--- src/ebcp_pkg.sv ---
package ebcp_pkg;
  // phase length fields
  localparam int AB_W = 1;       // address setup base: 0 -> 1 period, 1 -> 2 periods
  localparam int C_W = 2;        // command delay 0..3
  localparam int D_W = 1;        // write setup / tristate 0..1
  localparam int E_W = 5;        // access, code+1 periods: 1..32
  localparam int F_W = 2;        // hold 0..3
  localparam int X_W = 2;        // window-change extension 0..3
  localparam int CNT_W = 5;
  localparam int NUM_CS = 4;
  localparam int CS_W = 2;
  localparam int ADDR_W = 24;
  localparam int DATA_W = 16;
  localparam logic [CNT_W-1:0] CNT_RST = 5'h00;
  localparam logic [1:0] SYNC_RST = 2'h0;
  typedef enum logic [2:0] {
    EBCP_IDLE, EBCP_ADDR, EBCP_CMD, EBCP_WSETUP, EBCP_ACCESS, EBCP_HOLD
  } ebcp_state_t;
endpackage

--- src/ebcp_seq.sv ---
`timescale 1ns/10ps
module ebcp_seq
  import ebcp_pkg::*;
(
  // clock and reset
  input wire logic sys_clk,
  input wire logic arst_n,
  // request
  input wire logic req_valid,
  input wire logic req_write,
  input wire logic [CS_W-1:0] req_cs,
  input wire logic [ADDR_W-1:0] req_addr,
  input wire logic [DATA_W-1:0] req_wdata,
  input wire logic req_new_window,
  // per chip select timing: {hs_en, rdy_async, x, ab, c, d, e, spare[1:0], rdy_low, f}
  input wire logic [NUM_CS*18-1:0] chip_select_timing_config,
  // status
  output logic busy,
  output logic done,
  output logic [DATA_W-1:0] rd_data,
  // bus pins
  input wire logic ready_pin,
  input wire logic [DATA_W-1:0] data_in,
  output logic [ADDR_W-1:0] addr_out,
  output logic [DATA_W-1:0] data_out,
  output logic data_oe,
  output logic [NUM_CS-1:0] cs_n,
  output logic rd_n,
  output logic wr_n,
  output logic external_clock_output_en,
  output logic clk_sel_sys
);
  // ----------------------------------------
  // input synchronisers
  // ----------------------------------------
  logic ready_s;
  logic ready_s2_r;
  logic [DATA_W-1:0] din_s;
  ebcp_sync u_rdy (.sys_clk(sys_clk), .arst_n(arst_n), .async_in(ready_pin),
    .sync_out(ready_s));
  genvar gi;
  generate
    for (gi = 0; gi < DATA_W; gi++) begin : g_din
      ebcp_sync u_d (.sys_clk(sys_clk), .arst_n(arst_n), .async_in(data_in[gi]),
        .sync_out(din_s[gi]));
    end
  endgenerate

  // ----------------------------------------
  // sequencer
  // ----------------------------------------
  ebcp_state_t st_r, st_nxt;
  logic [CNT_W-1:0] cnt_r, cnt_nxt;
  logic [17:0] cfg_r, cfg_nxt;
  logic wr_r, wr_nxt, nw_r, nw_nxt, busy_r, busy_nxt, done_r, done_nxt;
  logic rd_n_r, rd_n_nxt, wr_n_r, wr_n_nxt, oe_r, oe_nxt;
  logic [CS_W-1:0] cs_r, cs_nxt;
  logic [NUM_CS-1:0] cs_n_r, cs_n_nxt;
  logic [ADDR_W-1:0] a_r, a_nxt;
  logic [DATA_W-1:0] d_r, d_nxt, rd_r, rd_nxt;
  logic [17:0] sel_cfg;
  logic [CNT_W-1:0] ab_len, c_len, d_len, e_len, f_len;
  logic rdy_raw, rdy_act;

  assign sel_cfg = chip_select_timing_config[req_cs*18 +: 18];
  // lengths of the latched configuration, whole periods
  assign ab_len = CNT_W'(cfg_r[13]) + 5'h01 + (nw_r ? CNT_W'(cfg_r[15:14]) : 5'h00);
  assign c_len = CNT_W'(cfg_r[12:11]);
  assign d_len = CNT_W'(cfg_r[10]);
  assign e_len = CNT_W'(cfg_r[9:5]); // index of last access period, 32 would not fit
  assign f_len = CNT_W'(cfg_r[1:0]);
  // async ready takes one more stage, hence one more wait state
  assign rdy_raw = cfg_r[16] ? ready_s2_r : ready_s;
  assign rdy_act = rdy_raw ^ cfg_r[2];

  // next-phase selection skipping zero-length phases
  function automatic ebcp_state_t after_addr(input logic [CNT_W-1:0] cl, dl);
    if (cl != 5'h00) return EBCP_CMD;
    else if (dl != 5'h00) return EBCP_WSETUP;
    else return EBCP_ACCESS;
  endfunction

  always_comb begin
    st_nxt = st_r;
    cnt_nxt = cnt_r + 5'h01;
    cfg_nxt = cfg_r;
    wr_nxt = wr_r;
    nw_nxt = nw_r;
    cs_nxt = cs_r;
    a_nxt = a_r;
    d_nxt = d_r;
    rd_nxt = rd_r;
    busy_nxt = busy_r;
    done_nxt = 1'b0;
    rd_n_nxt = rd_n_r;
    wr_n_nxt = wr_n_r;
    oe_nxt = oe_r;
    cs_n_nxt = cs_n_r;
    unique case (st_r)
      EBCP_IDLE: begin
        cnt_nxt = CNT_RST;
        if (req_valid) begin
          st_nxt = EBCP_ADDR;
          cfg_nxt = sel_cfg;
          wr_nxt = req_write;
          nw_nxt = req_new_window;
          cs_nxt = req_cs;
          a_nxt = req_addr;
          d_nxt = req_wdata;
          busy_nxt = 1'b1;
          cs_n_nxt = ~(NUM_CS'(1) << req_cs);
        end
      end
      EBCP_ADDR: begin
        if (cnt_r + 5'h01 >= ab_len) begin
          cnt_nxt = CNT_RST;
          st_nxt = after_addr(c_len, d_len);
          oe_nxt = wr_r;
          if (st_nxt == EBCP_ACCESS) begin
            rd_n_nxt = wr_r;
            wr_n_nxt = ~wr_r;
          end
        end
      end
      EBCP_CMD: begin
        if (cnt_r + 5'h01 >= c_len) begin
          cnt_nxt = CNT_RST;
          st_nxt = (d_len != 5'h00) ? EBCP_WSETUP : EBCP_ACCESS;
          if (d_len == 5'h00) begin
            rd_n_nxt = wr_r;
            wr_n_nxt = ~wr_r;
          end
        end
      end
      EBCP_WSETUP: begin
        cnt_nxt = CNT_RST;
        st_nxt = EBCP_ACCESS;
        rd_n_nxt = wr_r;
        wr_n_nxt = ~wr_r;
      end
      EBCP_ACCESS: begin
        if (cnt_r >= e_len) begin
          cnt_nxt = cnt_r;
          // sample ready after the programmed access length
          if (!cfg_r[17] || rdy_act) begin
            cnt_nxt = CNT_RST;
            rd_n_nxt = 1'b1;
            wr_n_nxt = 1'b1;
            if (!wr_r) begin
              rd_nxt = din_s;
            end
            if (f_len != 5'h00) begin
              st_nxt = EBCP_HOLD;
            end else begin
              st_nxt = EBCP_IDLE;
              busy_nxt = 1'b0;
              done_nxt = 1'b1;
              oe_nxt = 1'b0;
              cs_n_nxt = '1;
            end
          end
        end
      end
      EBCP_HOLD: begin
        if (cnt_r + 5'h01 >= f_len) begin
          cnt_nxt = CNT_RST;
          st_nxt = EBCP_IDLE;
          busy_nxt = 1'b0;
          done_nxt = 1'b1;
          oe_nxt = 1'b0;
          cs_n_nxt = '1;
        end
      end
      default: st_nxt = EBCP_IDLE;
    endcase
  end

  always_ff @(posedge sys_clk or negedge arst_n) begin
    if (!arst_n) begin
      st_r <= EBCP_IDLE;
      cnt_r <= CNT_RST;
      cfg_r <= '0;
      wr_r <= 1'b0;
      nw_r <= 1'b0;
      cs_r <= '0;
      a_r <= '0;
      d_r <= '0;
      rd_r <= '0;
      busy_r <= 1'b0;
      done_r <= 1'b0;
      rd_n_r <= 1'b1;
      wr_n_r <= 1'b1;
      oe_r <= 1'b0;
      cs_n_r <= '1;
      ready_s2_r <= 1'b0;
    end else begin
      st_r <= st_nxt;
      cnt_r <= cnt_nxt;
      cfg_r <= cfg_nxt;
      wr_r <= wr_nxt;
      nw_r <= nw_nxt;
      cs_r <= cs_nxt;
      a_r <= a_nxt;
      d_r <= d_nxt;
      rd_r <= rd_nxt;
      busy_r <= busy_nxt;
      done_r <= done_nxt;
      rd_n_r <= rd_n_nxt;
      wr_n_r <= wr_n_nxt;
      oe_r <= oe_nxt;
      cs_n_r <= cs_n_nxt;
      ready_s2_r <= ready_s;
    end
  end

  // ----------------------------------------
  // outputs
  // ----------------------------------------
  // reference clock is the system clock itself; these only steer the pin mux
  logic clk_en_r;
  always_ff @(posedge sys_clk or negedge arst_n) begin
    if (!arst_n) begin
      clk_en_r <= 1'b0;
    end else begin
      clk_en_r <= 1'b1;
    end
  end
  assign external_clock_output_en = clk_en_r;
  assign clk_sel_sys = clk_en_r;
  assign busy = busy_r;
  assign done = done_r;
  assign rd_data = rd_r;
  assign addr_out = a_r;
  assign data_out = d_r;
  assign data_oe = oe_r;
  assign cs_n = cs_n_r;
  assign rd_n = rd_n_r;
  assign wr_n = wr_n_r;

  // ----------------------------------------
  // assertions
  // ----------------------------------------
  property p_order;
    @(posedge sys_clk) disable iff (!arst_n)
      (st_r == EBCP_ACCESS && st_nxt != st_r) |-> (st_nxt == EBCP_HOLD || st_nxt == EBCP_IDLE);
  endproperty
  a_order: assert property (p_order) else $error("access not followed by hold or idle");
  property p_strobe;
    @(posedge sys_clk) disable iff (!arst_n)
      (st_r == EBCP_ACCESS) |-> (rd_n_r != wr_n_r);
  endproperty
  a_strobe: assert property (p_strobe) else $error("no single strobe in access");
  property p_hold;
    @(posedge sys_clk) disable iff (!arst_n)
      (st_r == EBCP_HOLD) |-> (rd_n_r && wr_n_r && !cs_n_r[cs_r]);
  endproperty
  a_hold: assert property (p_hold) else $error("hold phase lost chip select");
  property p_ready;
    @(posedge sys_clk) disable iff (!arst_n)
      (st_r == EBCP_ACCESS && cfg_r[17] && !rdy_act) |=> (st_r == EBCP_ACCESS);
  endproperty
  a_ready: assert property (p_ready) else $error("access ended without ready");
  property p_done;
    @(posedge sys_clk) disable iff (!arst_n)
      done_r |-> (!busy_r && cs_n_r == '1 && st_r == EBCP_IDLE);
  endproperty
  a_done: assert property (p_done) else $error("done while cycle active");
  property p_abmin;
    @(posedge sys_clk) disable iff (!arst_n)
      (st_r == EBCP_IDLE && req_valid) |=> (st_r == EBCP_ADDR);
  endproperty
  a_abmin: assert property (p_abmin) else $error("address phase skipped");
  property p_rdcap;
    @(posedge sys_clk) disable iff (!arst_n)
      ($rose(rd_n_r)) |-> (rd_r == $past(din_s));
  endproperty
  a_rdcap: assert property (p_rdcap) else $error("read data not captured at strobe end");
  property p_clk;
    @(posedge sys_clk) disable iff (!arst_n)
      busy_r |-> external_clock_output_en;
  endproperty
  a_clk: assert property (p_clk) else $error("reference clock driver off");
endmodule

--- src/ebcp_sync.sv ---
`timescale 1ns/10ps
module ebcp_sync
  import ebcp_pkg::*;
(
  // clock and reset
  input wire logic sys_clk,
  input wire logic arst_n,
  // async level in, synchronised out
  input wire logic async_in,
  output logic sync_out
);
  logic [1:0] stage_r;
  logic [1:0] stage_nxt;

  always_comb begin
    stage_nxt = {stage_r[0], async_in};
  end

  always_ff @(posedge sys_clk or negedge arst_n) begin
    if (!arst_n) begin
      stage_r <= SYNC_RST;
    end else begin
      stage_r <= stage_nxt;
    end
  end

  assign sync_out = stage_r[1];
endmodule

--- config.mk ---
export PLATFORM = sky130hd
export DESIGN_NAME = ebcp_seq
export DESIGN_NICKNAME = d
export VERILOG_FILES = /design/src/ebcp_pkg.sv /design/src/ebcp_seq.sv /design/src/ebcp_sync.sv
export SDC_FILE = /design/constraint.sdc
export NUM_CORES = 1
export LEC_CHECK = 0
export ABC_AREA = 1
export BUFFER_PORTS_ARGS = -buffer_cell sky130_fd_sc_hd__buf_2
export CAP_MARGIN = 20
export CORE_ASPECT_RATIO = 0.75
export CORE_MARGIN = 5
export CORE_UTILIZATION = 49
export DETAILED_ROUTE_END_ITERATION = 16
export GPL_ROUTABILITY_DRIVEN = 0
export HOLD_SLACK_MARGIN = 0.15
export PLACE_DENSITY = 0.79
export REMOVE_ABC_BUFFERS = 1
export SETUP_SLACK_MARGIN = 0.05
export SLEW_MARGIN = 10
export SYNTH_ARGS = -nofsm -noshare
export SYNTH_HDL_FRONTEND = slang
export SYNTH_SLANG_ARGS = --single-unit
--- constraint.sdc ---
create_clock -name sys_clk -period 2.6 [get_ports sys_clk]
set_clock_uncertainty 0.15 [all_clocks]
set_input_delay 0.78 -clock sys_clk [delete_from_list [all_inputs] [get_ports sys_clk]]
set_output_delay 0.78 -clock sys_clk [all_outputs]
set_load 0.02 [all_outputs]
==> results of run 1 <==
==> cell type report <==
type                    count  area share
flip-flops and latches    127      0.4366
multi-input cells         440      0.2707
repair buffers            205      0.1484
clock buffers              17     0.05828
inverters                  70     0.03600
clock inverters            15     0.02605
well taps                 140     0.02400
==> routing by layer <==
| layer | up-vias | track usage | part of all wire |
|---|---|---|---|
| met1 | 2268 | 0.2604 | 0.41 |
| met5 | - | 0 | 0 |
| met2 | 138 | 0.3665 | 0.51 |
| met3 | 11 | 0.07185 | 0.074 |
| met4 | 0 | 0.04553 | 0.0052 |
| li1 | 2448 | - | - |
==> power by group through the flow <==
stage          combinational [uW]  clock, uW  sequential (uW)
2_1_floorplan                1500          0             3440
3_3_place_gp                 2950          0             2970
3_5_place_dp                 3050          0             2960
4_1_cts                      3070       2440             2960
5_1_grt                      3460       2540             3040
6_report                     3060       2400             2960
==> sequential cells by signal, indices dropped and copies added, names as in the netlist, 2 cells and up <==
register / flops
st_r: 3
cnt_r: 5
cs_n: 4
addr_out: 24
data_out: 16
g_din.u_d.stage_r: 32
u_rdy.stage_r: 2
cfg_r: 16
rd_data: 16
==> worst register-to-register path, cell delays in order (launching register included) <==
cell and delay [ns]:
dfrtp_1 0.39, nand2_1 0.07, ha_1 0.13, inv_1 0.04, ha_1 0.26, inv_1 0.04, ha_1 0.25, o21ai_0 0.08
nand2_1 0.06, nand2_1 0.07, nand3_1 0.09, nand2_1 0.07, nor2_1 0.17, nand3_1 0.19, nand2_1 0.11, nand2_1 0.05
==> metrics by stage <==
stage	hold slack (ns)	cell area (um^2)
3_3_place_gp	0.1814	6665
4_1_cts	0.1968	7291
5_1_grt	0.2044	7300
3_5_place_dp	0.1847	6665
2_1_floorplan	0.1812	5418
6_report	0.1942	7300
==> what timing repair did <==
item | 4_1_cts | 5_1_grt
hold buffers | 1 | 0
setup endpoints to repair | 0 | 6
setup buffers | 0 | 1
resized for setup | 0 | 1
hold endpoints to repair | 7 | 0
==> cells in the mapped netlist, drive strengths merged <==
cell type	count
dfrtp	121
and3	1
a21oi	10
o22ai	2
buf	13
ha	14
nand4	23
nand3	16
o211ai	2
clkbuf	8
nor2	27
conb	1
inv	69
clkinv	1
nand2	307
o21bai	2
o21ai	30
nor3	4
dfstp	6
or2	1
==> how the worst min path moves through the flow <==
stage | slack, ns | end | cells after the start | from
floorplan | 0.18 | g_din[0].u_d.stage_r[1] | 0 | g_din[0].u_d.stage_r[0]
global placement | 0.18 | g_din[9].u_d.stage_r[1] | 0 | g_din[9].u_d.stage_r[0]
detailed placement | 0.18 | g_din[0].u_d.stage_r[1] | 0 | g_din[0].u_d.stage_r[0]
CTS | 0.20 | u_rdy.stage_r[1] | 0 | u_rdy.stage_r[0]
global route | 0.20 | u_rdy.stage_r[1] | 0 | u_rdy.stage_r[0]
finish | 0.19 | u_rdy.stage_r[1] | 0 | u_rdy.stage_r[0]
==> cells in the final DEF, fill, tap and decap left out, types with 3 or more instances in the layout <==
cell       count
nor2_1        23
inv_6          4
clkbuf_16     17
o21ai_0       16
nand3_1       16
dfrtp_1      120
nand4_1       23
inv_1         67
a21oi_1       10
clkinv_8       3
dfstp_2        6
inv_8          6
o21ai_1       14
nand2_1      302
buf_2        193
nand2_2        5
buf_4          9
nor3_1         3
ha_1          14
==> cells by family after synthesis <==
family,synth area share
and+or+nand+nor,0.2800
adders and majority gates,0.03169
buffers and inverters,0.06745
AOI/OAI and AO/OA,0.04391
DFF,0.5763
other,0.0006784
==> flow_metrics.env, run 1 <==
export IMPL_outcome="finished clean"
export IMPL_ys_ff_latch=127
export IMPL_startpoint="nw_r"
export IMPL_synth_area_leader_cell="dfrtp_1"
export IMPL_ff_latch_area_mm2=0.003187
export IMPL_dieArea_mm2=0.01353
export IMPL_power_density_mw_per_mm2=1153
export IMPL_power_switching_uw=3374
export IMPL_reg2reg_slack_ns=0.25
export IMPL_synthesis_area_mm2=0.005528
export IMPL_nNetsFinal=1011
export IMPL_grt_setup_unrepaired="no"
export IMPL_final_util=0.6646
export IMPL_reg2reg_depth=15
export IMPL_vias=4865
export IMPL_synth_distinct_cells=27
export IMPL_critPathKind="register to register"
export IMPL_hp_class="register to register"
export IMPL_wl_per_cell_um=13.78
export IMPL_antenna_found_initial=0
export IMPL_stdcell_count=1014
export IMPL_setup_viol=0
export IMPL_multi_input_area_mm2=0.001976
export IMPL_grt_first_pass_wirelength_um=22800
export IMPL_required_ns=2.73
export IMPL_syn_to_final_growth_pct=32.05
export IMPL_die_w_um=132.6
export IMPL_p_seq_frac=0.352
export IMPL_clock_path_buffers=2
export IMPL_maxSlewHeadroom=0.6023
export IMPL_grt_max_degree=55
export IMPL_crit_cells=15
export IMPL_setup_ws_ns=0.2509
export IMPL_route_detailed_drc=0
export IMPL_cp_start_kind="register"
export IMPL_arrival_ns=2.48
export IMPL_clock_sinks=127
export IMPL_htreeDepth=4
export IMPL_clock_latency_ns=0.40
export IMPL_nFillCells=906
export IMPL_n_antenna_cell=0
export IMPL_p_comb_frac=0.363
export IMPL_p_sw_frac=0.4007
export IMPL_syn_inst=658
export IMPL_crit_end="cnt_r[2]"
export IMPL_firstDrtPassIters=4
export IMPL_worstSetupEndpointType="register"
export IMPL_routed_via_density=4.798
export IMPL_start_util=0.5033
export IMPL_synth_top_area_share=0.5478
export IMPL_wl_um=13970
export IMPL_dp_cells=980
export IMPL_cap_violations=0
export IMPL_cp_max_fo=3
export IMPL_final_setup_tns_ns=0
export IMPL_drive_gt1_frac=0.2918
export IMPL_crit_path_cell_trace="nand2_1, ha_1, inv_1, ha_1, inv_1, ha_1, o21ai_0, nand2_1, nand2_1, nand3_1, nand2_1, nor2_1, nand3_1, nand2_1, nand2_1"
export IMPL_timing_final_crit_period_ns=2.349
export IMPL_io_buffers=194
export IMPL_cts_made_buffers=17
export IMPL_worst_path_buf_inv=2
export IMPL_ir_worst_vdd_uv=802.2
export IMPL_synthTopCellsByArea="dfrtp_1, nand2_1, inv_1, ha_1, dfstp_2"
export IMPL_fmax_ghz=0.4257
export IMPL_slowest_delay_ns=0.39
export IMPL_critPathSlowestCell="dfrtp_1"
export IMPL_design_core_area_mm2=0.01098
export IMPL_cpMostUsedCell="nand2_1"
export IMPL_dpl_worst_slack_ns=0.2706
export IMPL_cts_tree="done"
export IMPL_regToRegStartpoint="nw_r"
export IMPL_clock_power_share=0.285
export IMPL_min_period_over_period=0.9035
export IMPL_grt_pass1_vias=4841
export IMPL_power_uw=8420
export IMPL_clkTransAtPathRegs_ns=0.06
export IMPL_drt_iter0_drc=283
export IMPL_root_buffer="clkbuf_16"
export IMPL_die_h_um=102.0
export IMPL_antenna_left=0
export IMPL_finalMaxSlewViolations=0
export IMPL_syn_avg_cell_area_um2=8.401
export IMPL_hpwlAfterDp_um=10270
export IMPL_rows=33
export IMPL_yosysWarnings=0
export IMPL_rr_endpoint="cnt_r[2]"
export IMPL_hold_viol=0
export IMPL_crit_family="simple AND/OR/NAND/NOR gates"
export IMPL_yosysSeqAreaShare=0.5763
export IMPL_grt_usage=0.2109
export IMPL_io_pins=203
export IMPL_worstMarginPinSlew_ns=0.5959
export IMPL_internal_power_uw=5046
export IMPL_grt_overflow_total=0
export IMPL_p_leak_uw=0.004072
Note: power is estimated with default switching activity, not from simulation.
==> inputs of run 2 (changes only) <==
--- a/config.mk
+++ b/config.mk
@@ -14,6 +14,7 @@
 export DETAILED_ROUTE_END_ITERATION = 16
 export GPL_ROUTABILITY_DRIVEN = 0
 export HOLD_SLACK_MARGIN = 0.15
+export MAX_ROUTING_LAYER = met4
 export PLACE_DENSITY = 0.79
 export REMOVE_ABC_BUFFERS = 1
 export SETUP_SLACK_MARGIN = 0.05
==> run 2 against run 1 <==
Non-clock buffer count unchanged. Sequential cell count unchanged. Count of clock-buffer cells in the layout unchanged. Worst hold slack improved by 0.00071 ns. Sequential share of layout area unchanged. Global-route usage increased by 0.68 points. Die area unchanged. Total power increased by 0.16%. Fmax about the same. Critical path depth unchanged. Largest cell class unchanged.
==> flow_metrics.env, run 2 (synthesis gave the netlist of run 1 again) <==
export IMPL_whs_endpoint="u_rdy.stage_r[1]"
export IMPL_rows=33
export IMPL_drive_gt1_frac=0.2918
export IMPL_slowest_delay_ns=0.39
export IMPL_design_core_area_mm2=0.01098
export IMPL_hp_start="u_rdy.stage_r[0]"
export IMPL_worst_path_buf_inv=2
export IMPL_power_switching_uw=3387
export IMPL_grt_usage=0.2177
export IMPL_worstMarginPinSlew_ns=0.5924
export IMPL_hold_viol=0
export IMPL_clock_power_share=0.285
export IMPL_fmax_ghz=0.4253
export IMPL_reg2reg_depth=15
export IMPL_root_buffer="clkbuf_16"
export IMPL_nFillCells=906
export IMPL_grt_overflow_total=0
export IMPL_dpl_worst_slack_ns=0.2706
export IMPL_cp_max_fo=3
export IMPL_crit_path_cell_trace="nand2_1, ha_1, inv_1, ha_1, inv_1, ha_1, o21ai_0, nand2_1, nand2_1, nand3_1, nand2_1, nor2_1, nand3_1, nand2_1, nand2_1"
export IMPL_dieArea_mm2=0.01353
export IMPL_io_buffers=194
export IMPL_antenna_found_initial=0
export IMPL_outcome="finished clean"
export IMPL_setup_viol=0
export IMPL_start_util=0.5033
export IMPL_min_period_over_period=0.9043
export IMPL_grt_setup_unrepaired="no"
export IMPL_io_pins=203
export IMPL_largest_reg_flops=32
export IMPL_die_h_um=102.0
export IMPL_critPathSlowestCell="dfrtp_1"
export IMPL_required_ns=2.74
export IMPL_regToRegStartpoint="nw_r"
export IMPL_grt_pass1_vias=4863
export IMPL_n_antenna_cell=0
export IMPL_cap_violations=0
export IMPL_wl_per_cell_um=13.85
export IMPL_cp_start_kind="register"
export IMPL_hp_class="register to register"
export IMPL_route_detailed_drc=0
export IMPL_grt_max_degree=55
export IMPL_clkTransAtPathRegs_ns=0.06
export IMPL_layout_common_cells="nand2_1, buf_2, dfrtp_1"
export IMPL_worstSetupEndpointType="register"
export IMPL_p_sw_frac=0.4016
export IMPL_worst_hold_slack_ns=0.1949
export IMPL_critPathKind="register to register"
export IMPL_maxSlewHeadroom=0.6046
export IMPL_internal_power_uw=5046
export IMPL_arrival_ns=2.49
export IMPL_cpMostUsedCell="nand2_1"
export IMPL_clock_path_buffers=2
export IMPL_grt_first_pass_wirelength_um=22750
export IMPL_power_density_mw_per_mm2=1155
export IMPL_antenna_left=0
export IMPL_ir_worst_vdd_uv=804.4
export IMPL_die_w_um=132.6
export IMPL_cts_tree="done"
export IMPL_reg2reg_slack_ns=0.25
export IMPL_power_uw=8433
export IMPL_htreeDepth=4
export IMPL_crit_family="simple AND/OR/NAND/NOR gates"
export IMPL_p_seq_frac=0.351
export IMPL_hold_depth=0
export IMPL_regMostFlops="g_din.u_d.stage_r"
export IMPL_firstDrtPassIters=5
export IMPL_drt_iter0_drc=275
export IMPL_cts_made_buffers=17
export IMPL_routed_via_density=4.864
export IMPL_rr_endpoint="cnt_r[2]"
export IMPL_syn_to_final_growth_pct=32.05
export IMPL_vias=4932
export IMPL_final_cell_area_mm2=0.007300
export IMPL_final_setup_tns_ns=0
export IMPL_setup_ws_ns=0.2489
export IMPL_wl_um=14040
export IMPL_hpwlAfterDp_um=10270
export IMPL_clock_sinks=127
export IMPL_p_comb_frac=0.363
export IMPL_timing_final_crit_period_ns=2.351
export IMPL_finalMaxSlewViolations=0
export IMPL_clock_latency_ns=0.41
export IMPL_p_leak_uw=0.004072
export IMPL_final_common_cell="nand2_1"
export IMPL_nNetsFinal=1011
export IMPL_placed_cell_area_mm2=0.006665
==> run 2: metal layers <==
layer	global-route usage	part of all wire	vias to the layer above	wire [um]
met4	0.04313	0.0063	0	89
met1	0.2691	0.42	2312	5952
met3	0.06102	0.068	17	951
li1	-	-	2448	-
met2	0.3657	0.50	155	7047
met5	-	0	-	0
==> run 2: how the worst max path moves through the flow <==
| stage | start | to | slack (ns) | cells after the start |
|---|---|---|---|---|
| 3_5_place_dp | cnt_r[0] | busy | 0.27 | 9 |
| 2_1_floorplan | cnt_r[0] | rd_data[0] | 0.05 | 11 |
| 4_1_cts | cnt_r[0] | cs_n[0] | 0.21 | 8 |
| 5_1_grt | nw_r | cnt_r[0] | 0.07 | 15 |
| 3_3_place_gp | cnt_r[0] | cnt_r[1] | 0.28 | 11 |
| 6_report | nw_r | cnt_r[2] | 0.25 | 15 |
==> run 2: area by class of cell <==
cell class | count | area (um^2) | share of cell area
clock inverter | 15 | 190.2 | 0.02605
timing repair buffer | 205 | 1084 | 0.1484
clock buffer | 17 | 425.4 | 0.05828
multi-input combinational | 440 | 1976 | 0.2707
tap | 140 | 175.2 | 0.02400
inverter | 70 | 262.8 | 0.03600
sequential | 127 | 3187 | 0.4366
==> run 2: repair_timing <==
| action | 4_1_cts | 5_1_grt |
|---|---|---|
| buffers inserted | 0 | 1 |
| setup endpoints to repair | 0 | 6 |
| hold endpoints to repair | 7 | 0 |
| gates resized for setup | 0 | 1 |
| hold buffers | 1 | 0 |
==> run 2: stage by stage <==
step             util  instances
2_1_floorplan       -        637
3_3_place_gp   0.6069        980
3_5_place_dp   0.6069        980
4_1_cts        0.6638       1013
5_1_grt        0.6646       1014
6_report       0.6646       1014
==> run 2: power groups by stage <==
| stage | Combinational, uW | Sequential, uW | Clock, uW |
|---|---|---|---|
| 2_1_floorplan | 1500 | 3440 | 0 |
| 3_3_place_gp | 2950 | 2970 | 0 |
| 3_5_place_dp | 3050 | 2960 | 0 |
| 4_1_cts | 3070 | 2960 | 2440 |
| 5_1_grt | 3450 | 3040 | 2540 |
| 6_report | 3060 | 2960 | 2410 |
==> inputs of run 3 (changes only) <==
--- a/config.mk
+++ b/config.mk
@@ -8,14 +8,16 @@
 export ABC_AREA = 1
 export BUFFER_PORTS_ARGS = -buffer_cell sky130_fd_sc_hd__buf_2
 export CAP_MARGIN = 20
+export CELL_PAD_IN_SITES_DETAIL_PLACEMENT = 0
+export CELL_PAD_IN_SITES_GLOBAL_PLACEMENT = 2
 export CORE_ASPECT_RATIO = 0.75
 export CORE_MARGIN = 5
-export CORE_UTILIZATION = 49
+export CORE_UTILIZATION = 28
 export DETAILED_ROUTE_END_ITERATION = 16
 export GPL_ROUTABILITY_DRIVEN = 0
 export HOLD_SLACK_MARGIN = 0.15
 export MAX_ROUTING_LAYER = met4
-export PLACE_DENSITY = 0.79
+export PLACE_DENSITY = 0.84
 export REMOVE_ABC_BUFFERS = 1
 export SETUP_SLACK_MARGIN = 0.05
 export SLEW_MARGIN = 10
==> run 3 against run 2 <==
Wire length is 10% higher. Sequential cell count did not move. Die area increased by 68%. Largest power group unchanged. Non-clock buffer count rose by 4. Global-route usage down 7.2 points. Via count decreased by 2.3%. Cell area is 2.1% higher. Sequential power hardly changed. Fmax up 2.0%. Worst hold slack got worse by 0.0070 ns.
==> flow_metrics.env, run 3 (synthesis gave the netlist of run 1 again) <==
export IMPL_grt_setup_unrepaired="no"
export IMPL_antenna_found_initial=2
export IMPL_cp_max_fo=6
export IMPL_clock_sinks=127
export IMPL_root_buffer="clkbuf_16"
export IMPL_routed_via_density=4.252
export IMPL_internal_power_uw=5039
export IMPL_critPathKind="register to register"
export IMPL_htreeDepth=4
export IMPL_dpl_worst_slack_ns=0.2806
export IMPL_min_period_over_period=0.8867
export IMPL_final_cell_area_mm2=0.007455
export IMPL_rows=44
export IMPL_final_util=0.3847
export IMPL_hp_class="register to register"
export IMPL_io_pins=203
export IMPL_cts_setup_buffers=0
export IMPL_syn_to_final_growth_pct=34.86
export IMPL_die_w_um=172.2
export IMPL_nNetsFinal=1015
export IMPL_arrival_ns=2.43
export IMPL_regMostFlops="g_din.u_d.stage_r"
export IMPL_p_seq_frac=0.351
export IMPL_wl_per_cell_um=13.65
export IMPL_antenna_left=0
export IMPL_clock_latency_ns=0.41
export IMPL_placed_cell_area_mm2=0.006860
export IMPL_power_density_mw_per_mm2=1119
export IMPL_firstDrtPassIters=6
export IMPL_p_leak_uw=0.004067
export IMPL_p_sw_frac=0.3958
export IMPL_grt_overflow_total=0
export IMPL_worstSetupEndpointType="register"
export IMPL_outcome="finished clean"
export IMPL_p_comb_frac=0.380
export IMPL_maxSlewHeadroom=0.6101
export IMPL_final_setup_tns_ns=0
export IMPL_required_ns=2.73
export IMPL_die_h_um=131.7
export IMPL_drt_iter0_drc=238
export IMPL_finalMaxSlewViolations=0
export IMPL_nFillCells=2023
export IMPL_hpwlAfterDp_um=11360
export IMPL_clock_path_buffers=2
export IMPL_cts_tree="done"
export IMPL_grt_max_degree=51
export IMPL_wl_um=15470
export IMPL_cap_violations=0
export IMPL_start_util=0.2853
export IMPL_drive_gt1_frac=0.2965
export IMPL_timing_final_crit_period_ns=2.305
export IMPL_clock_power_share=0.269
export IMPL_layout_common_cells="nand2_1, buf_2, dfrtp_1"
export IMPL_grt_first_pass_wirelength_um=25390
export IMPL_power_uw=8339
export IMPL_route_detailed_drc=0
export IMPL_grt_pass1_vias=4986
export IMPL_fmax_ghz=0.4338
export IMPL_worstMarginPinSlew_ns=0.5842
export IMPL_setup_viol=0
export IMPL_clkTransAtPathRegs_ns=0.06
export IMPL_vias=4818
export IMPL_final_common_cell="nand2_1"
export IMPL_design_core_area_mm2=0.01938
export IMPL_setup_ws_ns=0.2946
export IMPL_power_switching_uw=3300
export IMPL_dieArea_mm2=0.02268
export IMPL_cts_made_buffers=17
export IMPL_ir_worst_vdd_uv=430.8
export IMPL_grt_usage=0.1457
export IMPL_hold_viol=0
export IMPL_cp_start_kind="register"
export IMPL_io_buffers=194
export IMPL_reg2reg_slack_ns=0.29
export IMPL_largest_reg_flops=32
## run 3: changes by cell type in the layout (fill, tap and decap cells not counted), sizes merged
cell,change
clkinv,+2
clkinvlp,+3
diode,+3
clkbuf,+2
buf,+4
inv,-8
## run 3: repair_timing
item                                   in CTS  in global routing
resized for setup                           0                  6
hold buffers                                1                  0
endpoints found under the hold margin      32                  0
setup endpoints to repair                   0                  6
## run 3: metrics by stage
stage                     std cells  hold WS, ns
after floorplan                 637       0.1812
after global placement         1098       0.1814
after detailed placement       1098       0.1847
after CTS                      1130       0.1940
after global routing           1132       0.1987
final                          1133       0.1879
## run 3: power groups by stage
stage	combinational, uW	sequential [uW]	clock, uW
floorplan	1500	3440	0
CTS	3180	2940	2320
global route	3630	3010	2400
finish	3170	2930	2240
global placement	3150	2950	0
detailed placement	3180	2950	0
## run 3: routing by layer
layer	global-route usage	vias up	share of wire
met5	-	-	0
met4	0.03928	0	0.0093
met3	0.04685	10	0.065
met2	0.2056	135	0.42
met1	0.2016	2217	0.50
li1	-	2456	-
## run 3: worst paths after layout
| check | start | to | cells after the start |
|---|---|---|---|
| worst max-delay path | cnt_r[0] | busy | 9 |
| worst min-delay path | g_din[8].u_d.stage_r[0] | g_din[8].u_d.stage_r[1] | 0 |
| worst max register to register | cnt_r[0] | busy | 9 |
| worst min register to register | g_din[8].u_d.stage_r[0] | g_din[8].u_d.stage_r[1] | 0 |
| max in group asynchronous | arst_n | rd_n | 3 |
| min in group asynchronous | arst_n | ready_s2_r | 2 |
## run 3: critical path, stage by stage (launching register included)
cell and delay [ns]:
dfrtp_1 0.46, ha_1 0.39, ha_1 0.31, nand2_1 0.05, inv_1 0.04, nand3_1 0.09
nand4_1 0.18, nand4_1 0.31, nand2_1 0.14, nand2_1 0.05
## run 3: final cells by class
class                   instances  area (um^2)  share of cell area
flip-flops and latches        127         3186              0.4273
multi-input cells             440         1998              0.2680
repair buffers                209         1130              0.1516
clock buffers                  19        442.9             0.05942
well taps                     253        316.6             0.04246
inverters                      70        262.8             0.03525
clock inverters                12        111.4             0.01494
diodes                          3        7.507            0.001007
